**config.mk**
```make
export PLATFORM = sky130hd
export DESIGN_NAME = serial_eeprom_command_port
export DESIGN_NICKNAME = d
export VERILOG_FILES = /design/src/inc/eeprom_port_pkg.sv /design/src/hw/serial_eeprom_command_port.sv /design/src/hw/serial_memory_engine.sv
export VERILOG_INCLUDE_DIRS = /design/src /design/src/inc
export SDC_FILE = /design/constraint.sdc
export NUM_CORES = 1
export LEC_CHECK = 0
export BUFFER_PORTS_ARGS = -buffer_cell sky130_fd_sc_hd__clkbuf_2
export CORE_MARGIN = 2
export CORE_UTILIZATION = 55
export CTS_CLUSTER_SIZE = 20
export DETAILED_ROUTE_END_ITERATION = 16
export GPL_ROUTABILITY_DRIVEN = 0
export PLACE_DENSITY = 0.79
export SYNTH_ARGS = -nofsm -noshare
export SYNTH_HDL_FRONTEND = slang
export SYNTH_SLANG_ARGS = --single-unit
```
**constraint.sdc**
```tcl
create_clock -name hclk -period 2.8 [get_ports hclk]
set_clock_uncertainty 0.15 [all_clocks]
set_input_delay 0.56 -clock hclk [delete_from_list [all_inputs] [get_ports hclk]]
set_output_delay 0.56 -clock hclk [all_outputs]
set_load 0.05 [all_outputs]
```
**src/inc/eeprom_port_params.svh**
```systemverilog
`ifndef EEPROM_PORT_PARAMS_SVH
`define EEPROM_PORT_PARAMS_SVH

// ==========================================================
// register map
`define OFS_DATA        8'hb4
`define OFS_CMD         8'hb0
`define OFS_IRQ_STATUS  8'hb8
`define OFS_IRQ_MASK    8'hbc
// ==========================================================
// command register fields
`define CMD_BUSY_BIT    31
`define CMD_CODE_LSB    28
`define CMD_TIMEOUT_BIT 9
`define CMD_LOADED_BIT  8
// ==========================================================
// timing
`define CLK_HZ          25000000
`define TIMEOUT_MS      30
`define TIMEOUT_CYCLES  (`CLK_HZ / 1000 * `TIMEOUT_MS)
`define SCLK_DIV        8'h20
`endif

```
**src/inc/eeprom_port_pkg.sv**
```systemverilog
package eeprom_port_pkg;
    typedef enum logic [2:0] {
        op_read       = 3'b000,
        op_allow_ew   = 3'b001,
        op_block_ew   = 3'b010,
        op_write      = 3'b011,
        op_write_all  = 3'b100,
        op_erase      = 3'b101,
        op_erase_all  = 3'b110,
        op_reload     = 3'b111
    } op_e;

    typedef struct packed {
        logic       start;
        op_e        op;
        logic [7:0] addr;
        logic [7:0] wdata;
    } mem_req_s;

    typedef struct packed {
        logic       done;
        logic       timeout;
        logic       loaded;
        logic [7:0] rdata;
    } mem_rsp_s;
endpackage : eeprom_port_pkg

```
**src/hw/serial_eeprom_command_port.sv**
```systemverilog
// Decided for this implementation: the AHB-Lite interface to the registers.
`timescale 1ns/1ns
`include "eeprom_port_params.svh"
// ==========================================================
module serial_eeprom_command_port
    import eeprom_port_pkg::*;
#(
    parameter int unsigned TIMEOUT_CYCLES = `TIMEOUT_CYCLES
) (
    // ahb-lite
    input  wire logic        hclk,
    input  wire logic        hresetn,
    input  wire logic        hsel,
    input  wire logic [31:0] haddr,
    input  wire logic [1:0]  htrans,
    input  wire logic        hwrite,
    input  wire logic [2:0]  hsize,
    input  wire logic [31:0] hwdata,
    input  wire logic        hready,
    output logic [31:0]      hrdata,
    output logic             hreadyout,
    output logic             hresp,
    // interrupt
    output logic             irq,
    // memory pins
    output logic             mem_sel,
    output logic             mem_sclk,
    input  wire logic        serial_memory_data_pin_in,
    output logic             serial_memory_data_pin_out,
    output logic             serial_memory_data_pin_oen
);
    // ==========================================================
    // bus capture
    logic        wr_pend, next_wr_pend;
    logic [7:0]  wr_addr, next_wr_addr;
    logic [31:0] next_hrdata;
    logic        take;

    // ==========================================================
    // register state
    logic        busy, next_busy;
    op_e         cmd_op, next_cmd_op;
    logic        tmo_flag, next_tmo_flag;
    logic [7:0]  location, next_location;
    logic [7:0]  data_byte, next_data_byte;
    logic [1:0]  status, next_status;
    logic [1:0]  mask, next_mask;
    mem_req_s    req;
    mem_rsp_s    rsp;
    logic [1:0]  events;

    assign take      = hsel && hready && htrans[1];
    assign hreadyout = 1'b1;
    assign hresp     = 1'b0;
    // events: bit 0 command done, bit 1 timeout
    assign events    = {rsp.timeout, rsp.done};
    assign irq       = |(status & mask);

    always_comb begin
        next_wr_pend   = take && hwrite;
        next_wr_addr   = take ? haddr[7:0] : wr_addr;
        next_hrdata    = hrdata;
        next_busy      = busy;
        next_cmd_op    = cmd_op;
        next_tmo_flag  = tmo_flag;
        next_location  = location;
        next_data_byte = data_byte;
        next_status    = status | events;
        next_mask      = mask;
        req            = '0;
        req.op         = cmd_op;
        req.addr       = location;
        req.wdata      = data_byte;
        if (take && !hwrite) begin
            case (haddr[7:0])
                `OFS_CMD:        next_hrdata = {busy, cmd_op, 18'h0, tmo_flag, rsp.loaded,
                                                location};
                `OFS_DATA:       next_hrdata = {24'h0, data_byte};
                `OFS_IRQ_STATUS: next_hrdata = {30'h0, status};
                `OFS_IRQ_MASK:   next_hrdata = {30'h0, mask};
                default:         next_hrdata = 32'h0;
            endcase
        end
        if (wr_pend) begin
            case (wr_addr)
                `OFS_CMD: begin
                    // commands while busy are dropped; software must poll first
                    if (!busy && hwdata[`CMD_BUSY_BIT]) begin
                        next_busy     = 1'b1;
                        next_cmd_op   = op_e'(hwdata[`CMD_CODE_LSB +: 3]);
                        next_tmo_flag = 1'b0;
                        next_location = hwdata[7:0];
                        req.start     = 1'b1;
                        req.op        = op_e'(hwdata[`CMD_CODE_LSB +: 3]);
                        req.addr      = hwdata[7:0];
                    end else if (!busy) begin
                        next_location = hwdata[7:0];
                    end
                end
                `OFS_DATA: if (!busy) next_data_byte = hwdata[7:0];
                `OFS_IRQ_STATUS: next_status = (status & ~hwdata[1:0]) | events;
                `OFS_IRQ_MASK:   next_mask = hwdata[1:0];
                default: ;
            endcase
        end
        if (rsp.done) begin
            next_busy = 1'b0;
            if (rsp.timeout)
                next_tmo_flag = 1'b1;
            else if (cmd_op == op_read)
                next_data_byte = rsp.rdata;
        end
    end

    always_ff @(posedge hclk or negedge hresetn) begin
        if (!hresetn) begin
            wr_pend   <= 1'b0;
            wr_addr   <= 8'h00;
            hrdata    <= 32'h0;
            busy      <= 1'b0;
            cmd_op    <= op_read;
            tmo_flag  <= 1'b0;
            location  <= 8'h00;
            data_byte <= 8'h00;
            status    <= 2'h0;
            mask      <= 2'h0;
        end else begin
            wr_pend   <= next_wr_pend;
            wr_addr   <= next_wr_addr;
            hrdata    <= next_hrdata;
            busy      <= next_busy;
            cmd_op    <= next_cmd_op;
            tmo_flag  <= next_tmo_flag;
            location  <= next_location;
            data_byte <= next_data_byte;
            status    <= next_status;
            mask      <= next_mask;
        end
    end

    serial_memory_engine #(
        .TIMEOUT_CYCLES(TIMEOUT_CYCLES)
    ) u_engine (
        .hclk                       (hclk),
        .hresetn                    (hresetn),
        .req                        (req),
        .rsp                        (rsp),
        .mem_sel                    (mem_sel),
        .mem_sclk                   (mem_sclk),
        .serial_memory_data_pin_in  (serial_memory_data_pin_in),
        .serial_memory_data_pin_out (serial_memory_data_pin_out),
        .serial_memory_data_pin_oen (serial_memory_data_pin_oen)
    );

    // ==========================================================
    // checks
    a_tmo_sets_bit: assert property (@(posedge hclk) disable iff (!hresetn)
        rsp.timeout |=> tmo_flag && !busy) else $error("timeout bit not set");
    a_tmo_holds: assert property (@(posedge hclk) disable iff (!hresetn)
        (tmo_flag && !req.start) |=> tmo_flag) else $error("timeout bit lost");
    a_busy_clears: assert property (@(posedge hclk) disable iff (!hresetn)
        rsp.done |=> !busy) else $error("busy stuck");
    a_read_data: assert property (@(posedge hclk) disable iff (!hresetn)
        (rsp.done && !rsp.timeout && cmd_op == op_read) |=> data_byte == $past(rsp.rdata))
        else $error("read data lost");
    a_loaded_sticky: assert property (@(posedge hclk) disable iff (!hresetn)
        rsp.loaded |=> rsp.loaded) else $error("loaded flag dropped");
    a_irq_level: assert property (@(posedge hclk) disable iff (!hresetn)
        irq == |(status & mask)) else $error("irq mismatch");
    a_data_upper: assert property (@(posedge hclk) disable iff (!hresetn)
        $past(take && !hwrite && haddr[7:0] == `OFS_DATA) |-> hrdata[31:8] == 24'h0)
        else $error("data upper bits nonzero");
    a_location_start: assert property (@(posedge hclk) disable iff (!hresetn)
        req.start |=> location == $past(req.addr)) else $error("location not taken");
    c_timeout: cover property (@(posedge hclk) disable iff (!hresetn) rsp.timeout);
    c_read_done: cover property (@(posedge hclk) disable iff (!hresetn)
        rsp.done && cmd_op == op_read);
    c_irq: cover property (@(posedge hclk) disable iff (!hresetn) irq);
endmodule : serial_eeprom_command_port

```
**src/hw/serial_memory_engine.sv**
```systemverilog
`timescale 1ns/1ns
`include "eeprom_port_params.svh"
// serial engine: shifts a 3-bit opcode, 8-bit address and data byte,
// then, for write and erase ops only, waits for the memory's ready level on the data pin
module serial_memory_engine
    import eeprom_port_pkg::*;
#(
    parameter int unsigned TIMEOUT_CYCLES = `TIMEOUT_CYCLES
) (
    // clock and reset
    input  wire logic     hclk,
    input  wire logic     hresetn,
    // request and answer
    input  wire mem_req_s req,
    output mem_rsp_s      rsp,
    // memory pins
    output logic          mem_sel,
    output logic          mem_sclk,
    input  wire logic     serial_memory_data_pin_in,
    output logic          serial_memory_data_pin_out,
    output logic          serial_memory_data_pin_oen
);
    typedef enum logic [2:0] {
        st_idle  = 3'b000,
        st_shift = 3'b001,
        st_wait  = 3'b010,
        st_done  = 3'b011
    } st_e;

    st_e         state, next_state;
    op_e         op, next_op;
    logic [18:0] sh, next_sh;
    logic [4:0]  bits, next_bits;
    logic [7:0]  div, next_div;
    logic [31:0] tmo, next_tmo;
    logic        sclk, next_sclk;
    logic        timeout, next_timeout;
    logic        loaded, next_loaded;
    logic [7:0]  rdata, next_rdata;
    logic        tick;

    // ops that really program the array, and so wait on the ready level
    function automatic logic programs(op_e o);
        return o == op_write || o == op_write_all || o == op_erase || o == op_erase_all;
    endfunction : programs

    assign tick = (div == `SCLK_DIV);

    always_comb begin
        next_state   = state;
        next_op      = op;
        next_sh      = sh;
        next_bits    = bits;
        next_div     = tick ? 8'h00 : div + 8'h01;
        next_sclk    = sclk;
        next_tmo     = tmo;
        next_timeout = 1'b0;
        next_loaded  = loaded;
        next_rdata   = rdata;
        case (state)
            st_idle: begin
                if (req.start) begin
                    next_state = st_shift;
                    next_op    = req.op;
                    next_sh    = {req.op, req.addr, req.wdata};
                    next_bits  = 5'd19;
                    next_sclk  = 1'b0;
                end
            end
            st_shift: begin
                if (tick) begin
                    next_sclk = ~sclk;
                    if (sclk) begin
                        next_sh    = {sh[17:0], 1'b0};
                        next_rdata = {rdata[6:0], serial_memory_data_pin_in};
                        next_bits  = bits - 5'd1;
                        if (bits == 5'd1) begin
                            next_state = programs(op) ? st_wait : st_done;
                            next_tmo   = 32'h0;
                        end
                    end
                end
            end
            st_wait: begin
                next_tmo = tmo + 32'h1;
                if (serial_memory_data_pin_in) begin
                    next_state = st_done;
                end else if (tmo >= TIMEOUT_CYCLES - 1) begin
                    next_state   = st_idle;
                    next_timeout = 1'b1;
                end
            end
            st_done: begin
                next_state = st_idle;
                if (op == op_reload)
                    next_loaded = 1'b1;
            end
            default: next_state = st_idle;
        endcase
    end

    always_ff @(posedge hclk or negedge hresetn) begin
        if (!hresetn) begin
            state   <= st_idle;
            op      <= op_read;
            sh      <= 19'h0;
            bits    <= 5'h0;
            div     <= 8'h00;
            sclk    <= 1'b0;
            tmo     <= 32'h0;
            timeout <= 1'b0;
            loaded  <= 1'b0;
            rdata   <= 8'h00;
        end else begin
            state   <= next_state;
            op      <= next_op;
            sh      <= next_sh;
            bits    <= next_bits;
            div     <= next_div;
            sclk    <= next_sclk;
            tmo     <= next_tmo;
            timeout <= next_timeout;
            loaded  <= next_loaded;
            rdata   <= next_rdata;
        end
    end

    assign rsp.done    = (state == st_done) || timeout;
    assign rsp.timeout = timeout;
    assign rsp.loaded  = loaded;
    assign rsp.rdata   = rdata;
    assign mem_sel     = (state != st_idle);
    assign mem_sclk    = sclk;
    assign serial_memory_data_pin_out = sh[18];
    // drive only while shifting a non-read op; active low enable
    assign serial_memory_data_pin_oen = !(state == st_shift && op != op_read);

    a_timeout_bound: assert property (@(posedge hclk) disable iff (!hresetn)
        state == st_wait |-> tmo < TIMEOUT_CYCLES) else $error("wait past limit");
    a_no_tmo_nonprog: assert property (@(posedge hclk) disable iff (!hresetn)
        (state == st_shift && !programs(op)) |=> !timeout) else $error("bad timeout");
    a_ready_ends: assert property (@(posedge hclk) disable iff (!hresetn)
        (state == st_wait && serial_memory_data_pin_in) |=> state == st_done)
        else $error("ready ignored");
endmodule : serial_memory_engine

```
## Yosys cells after proc, flatten, opt, wreduce, memory -nomap -nowiden

Cells that the tools add are included.

| word-level totals | value |
|---|---|
| flip-flop bits (word level) | 147 |
| bits of input ports | 75 |
| word-level logic and storage cells | 138 |

| operators by class | value |
|---|---|
| add/subtract/negate cells | 3 |
| $lt $le $gt $ge | 1 |
| equal/unequal tests | 24 |
| muxes and demuxes | 50 |
| bitwise operators | 6 |
| reductions and logical operators | 34 |

Operators by type and width:

| operator | number |
|---|---|
| 32-bit one-hot mux with 4 select lines | 1 |
| 32-bit two-way mux | 3 |
| 8-bit two-way mux | 9 |
| 8-bit == test (second input constant) | 8 |
| 32-bit one-hot mux with 2 select lines | 1 |
| 19-bit two-way mux | 3 |
| 19-bit one-hot mux with 2 select lines | 1 |
| 12-bit two-way mux | 3 |
| 32-bit by 1-bit adder with 32-bit output (second input constant) | 1 |
| 32-bit by 20-bit greater-or-equal comparator with 1-bit output (second input constant) | 1 |
| 3-bit two-way mux | 6 |
| 1-bit two-way mux | 15 |
| 5-bit two-way mux | 3 |
| 3-bit AND reduction | 5 |
| 3-bit == test (second input constant) | 4 |
| 5-bit one-hot mux with 2 select lines | 1 |
| 2-bit nonzero test | 5 |
| 3-bit by 2-bit == test with 1-bit output (second input constant) | 3 |
| 3-bit one-hot mux with 3 select lines | 1 |
| 8-bit by 1-bit adder with 8-bit output (second input constant) | 1 |
| 8-bit by 6-bit == test with 1-bit output (second input constant) | 1 |
| 2-bit by 1-bit != test with 1-bit output (second input constant) | 4 |
| 4-bit AND reduction | 2 |
| 1-bit logical AND | 6 |
| 18 further kinds | 30 |

## Longest topological paths before layout

| logic depth | value |
|---|---|
| depth in word-level cells | 9 |
| mapped depth | 9 |
| depth with buffers taken out | 7 |

## Cells and area by module

Synthesis repeated with hierarchy kept, for this count alone.

| second synthesis, totals | value |
|---|---|
| cell total of the unflattened synthesis | 635 |
| area total of the unflattened synthesis | 6533.8 um2 |

By module, submodules not included:

| module | instances | cells an instance | area an instance (um2) | sequential area each (um2) |
|---|---|---|---|---|
| serial_memory_engine | 1 | 416 | 4023.9 | 2001.9 |
| serial_eeprom_command_port | 1 | 219 | 2509.9 | 1201.2 |

## Worst setup path after synthesis

Ideal clock, no wire load.

| timing | value |
|---|---|
| path kind | reg-to-output |
| start | register u_engine.state[0] |
| end | output serial_memory_data_pin_oen |
| arrival | 1.688 ns |
| data required time | 2.090 ns |
| setup slack | 0.402 ns |
| stages on the path, launching flop included | 6 |
| buffers on the path | 2 |
| cells stage by stage | dfrtp_1 -> buf_2 -> inv_1 -> nor2_1 -> clkbuf_1 -> o31ai_1 |

| on the way | value |
|---|---|
| word-level cells in the longest chain between the ends | 3 |

RTL lines:

| what | RTL line | source |
|---|---|---|
| start: declaration | serial_memory_engine.sv:30 | `st_e state, next_state;` |
| start signal: assignment | serial_memory_engine.sv:104 | `state <= st_idle;` |
| start signal: assignment | serial_memory_engine.sv:115 | `state <= next_state;` |
| 3-bit by 1-bit == test with 1-bit output | serial_memory_engine.sv:136 | `assign serial_memory_data_pin_oen = !(state == st_shift && op != op_read);` |
| 1-bit logical AND | serial_memory_engine.sv:136 |  |
| 1-bit zero test | serial_memory_engine.sv:136 |  |
| end: declaration | serial_eeprom_command_port.sv:30 | `output logic serial_memory_data_pin_oen` |

Every way passes these cells.

## Worst setup path in the final report

Same ends and word-level chain as after synthesis.

==> results.json <==
{
  "status": "completed",
  "yosys_most_used_dff": "dfrtp_1",
  "p_per_area_mw_per_mm2": 690.6,
  "clockBufferDepth": 2,
  "grtUsageTotal": 0.2222,
  "cts.htree.levels": 4,
  "synth.most_common_cell": "dfrtp_1",
  "synth_fa_ha_area_frac": 0.01004,
  "vias": 4656,
  "fmax_ghz": 0.3777,
  "irDropWorstVdd_v": 0.0004085,
  "rr_worst_depth": 6,
  "pin_count": 114,
  "cts_buffers": 17,
  "clockRootBuffer": "clkbuf_16",
  "synth.top_cells.by_area": "dfrtp_1 51%, mux2_2 8.0%, o21ai_0 4.1%, nand2_1 3.9%, mux2i_1 2.7%",
  "clockPowerShare": 0.422,
  "start_kind": "flip-flop",
  "max_cap_viol_count": 0,
  "async_reset_ff_frac": 1.000,
  "synthTopCellsByCount": "128 x dfrtp_1, 64 x nand2_1, 51 x o21ai_0",
  "required_ns": 2.09,
  "ys_seq_elements": 128,
  "die_area_sq_mm": 0.01220,
  "finalCriticalPeriod_ns": 2.648,
  "drc": 0,
  "core_region_area_sq_mm": 0.01094,
  "initial_core_util": 0.5699,
  "gr-total-overflow": 0,
  "worst-path-max-fanout": 13,
  "grt_pass1_wl_microns": 22060,
  "critPathCaptureType": "output pin",
  "grt_pass1_vias": 4505,
  "n_fill_cell": 851,
  "post_cts_buffers": 0,
  "period_share": 0.9457,
  "grt_start_max_net_pins": 41,
  "synthCells": 598,
  "setup_tns_ns": 0,
  "crit_arrival_ns": 1.94,
  "power.internal_uw": 3602,
  "synth_warnings": 0,
  "hold_path_depth": 3,
  "synth-compound-area-share": 0.09416,
  "yosys.area.top_type": "dfrtp_1",
  "ys_seq_area_frac": 0.5140,
  "synth_xor_area_frac": 0.04075,
  "drt_iter0_markers": 260,
  "hold_violations": 0,
  "wl_microns": 13210,
  "antenna_found_initial": 0,
  "drt-vias-per-instance": 5.842,
  "cts_tree": "yes",
  "yosysUniqueCellTypes": 51,
  "syn_area_per_cell_sq_um": 10.42,
  "nets": 727,
  "drive_above_1_share": 0.2131,
  "die_width_microns": 110.5,
  "synth.area.mux_share": 0.1164,
  "switching_share": 0.2684,
  "synth_top_family_by_area": "simple AND/OR/NAND/NOR gates",
  "area_growth_syn_to_layout_pct": 14.39,
  "synth_simple_gate_area_share": 0.1713,
  "switchingPower_uw": 1322,
  "worst_skew_pair.late_latency_ns": 0.41,
  "pwr-share-seq": 0.444,
  "drtAntennaViolNets": 0,
  "tightestPinTransition_ns": 0.6175,
  "port_buffers": 45,
  "power_frac_comb": 0.134,
  "path_class": "flip-flop to output pin",
  "die_height_microns": 110.5,
  "clock-sinks": 128,
  "synth_edf_count": 0,
  "final_util": 0.6519,
  "yosysTopAreaCellShare": 0.5140,
  "maxSlewHeadroom": 0.5872,
  "setup_viol": 0,
  "drt-pass1-iter-count": 8,
  "total_power_uw": 4924,
  "num_antenna_cells": 0,
  "hold_class": "input pin to flip-flop",
  "leakage_uw": 0.003435,
  "rsz0062_at_grt": "no",
  "row_count": 38,
  "maxSlewViolCount": 0,
  "synthesis.area_sq_mm": 0.006232,
  "cts.reportedPaths.clkPinSlew_ns": 0.05,
  "post_drt_wl_per_cell_microns": 16.57,
  "hpwl_microns": 8889
}
-- layout make-up --
class                           instances  area, sq um  area share
Multi-Input combinational cell        424         2771      0.3887
Timing Repair Buffer                   60        367.9     0.05160
Tap cell                              140        175.2     0.02457
Sequential cell                       128         3203      0.4493
Inverter                               16        60.06    0.008424
Clock buffer                           22        464.2     0.06511
Clock inverter                          7        87.58     0.01229
-- worst paths after layout --
check,startpoint,endpoint,slack [ns]
max,u_engine.state[0],serial_memory_data_pin_oen,0.15
min reg2reg,hrdata[6],hrdata[6],0.33
max reg2reg,u_engine.div[0],u_engine.rdata[7],0.25
max in group asynchronous,hresetn,u_engine.div[2],1.30
min,hwrite,wr_pend,0.22
min in group asynchronous,hresetn,wr_addr[6],0.52
-- what timing repair did --
item                                   in CTS  in global routing
hold buffers                                1                  0
gates resized for setup                     0                  0
endpoints found under the hold margin      33                  0
-- cells in the final DEF (no fill, tap or decap), types with 4 or more instances in the layout --
| cell type | instances |
|---|---|
| dfrtp_1 | 128 |
| nand2_1 | 64 |
| o21ai_0 | 51 |
| mux2_2 | 44 |
| clkbuf_2 | 44 |
| nor2_1 | 39 |
| nand4_1 | 21 |
| conb_1 | 20 |
| nand3_1 | 18 |
| xnor2_1 | 18 |
| mux2i_1 | 17 |
| clkbuf_16 | 17 |
| inv_1 | 16 |
| a21oi_1 | 13 |
| buf_4 | 13 |
| or3_1 | 12 |
| and3_1 | 11 |
| xor2_1 | 11 |
| nor4_1 | 11 |
| o22ai_1 | 9 |
| a22o_1 | 8 |
| nor3_1 | 6 |
| ha_1 | 5 |
| nand2b_1 | 4 |
| clkinv_2 | 4 |
-- worst max-delay path, stage by stage, from the launching register on --
cell	delay (ns)
dfrtp_1	0.63
inv_1	0.11
nor2_1	0.37
o31ai_1	0.15
clkbuf_2	0.26
-- metal layers --
metal,vias up,part of all wire,global-route usage
li1,2185,-,-
met1,2305,0.43,0.2830
met2,141,0.50,0.3714
met3,25,0.047,0.05379
met4,0,0.021,0.08000
met5,-,0,0
-- power by group through the flow --
stage | Clock, uW | Combinational, uW | Sequential, uW
2_1_floorplan | 0 | 474 | 2180
3_3_place_gp | 0 | 625 | 2190
3_5_place_dp | 0 | 648 | 2210
4_1_cts | 2110 | 661 | 2180
5_1_grt | 2190 | 729 | 2210
6_report | 2080 | 659 | 2190
-- sequential cells by signal, indices dropped and copies added, names as in the netlist, 5 cells and up --
name and count:
data_byte 8, hrdata 14, location 8, u_engine.bits 5
u_engine.div 8, u_engine.rdata 8, u_engine.sh 19, u_engine.tmo 32
wr_addr 8
-- cells by family after synthesis --
family / after synthesis
other cells: 2
buf+inv: 64
flops: 128
simple gates: 209
compound gates: 97
mux: 64
xor+xnor: 29
fa+ha+maj: 5
-- metrics by stage --
step	hold WS, ns	std cells	worst slack, ns	area (sq um)
after floorplan	0.1144	616	0.4019	6300
after global placement	0.3052	767	0.3785	6568
after detailed placement	0.3175	767	0.2963	6568
after CTS	0.2138	797	0.1299	7129
after global routing	0.2199	797	0.02446	7129
final	0.2223	797	0.1521	7129
No activity file was read; power rests on OpenSTA's default activity.
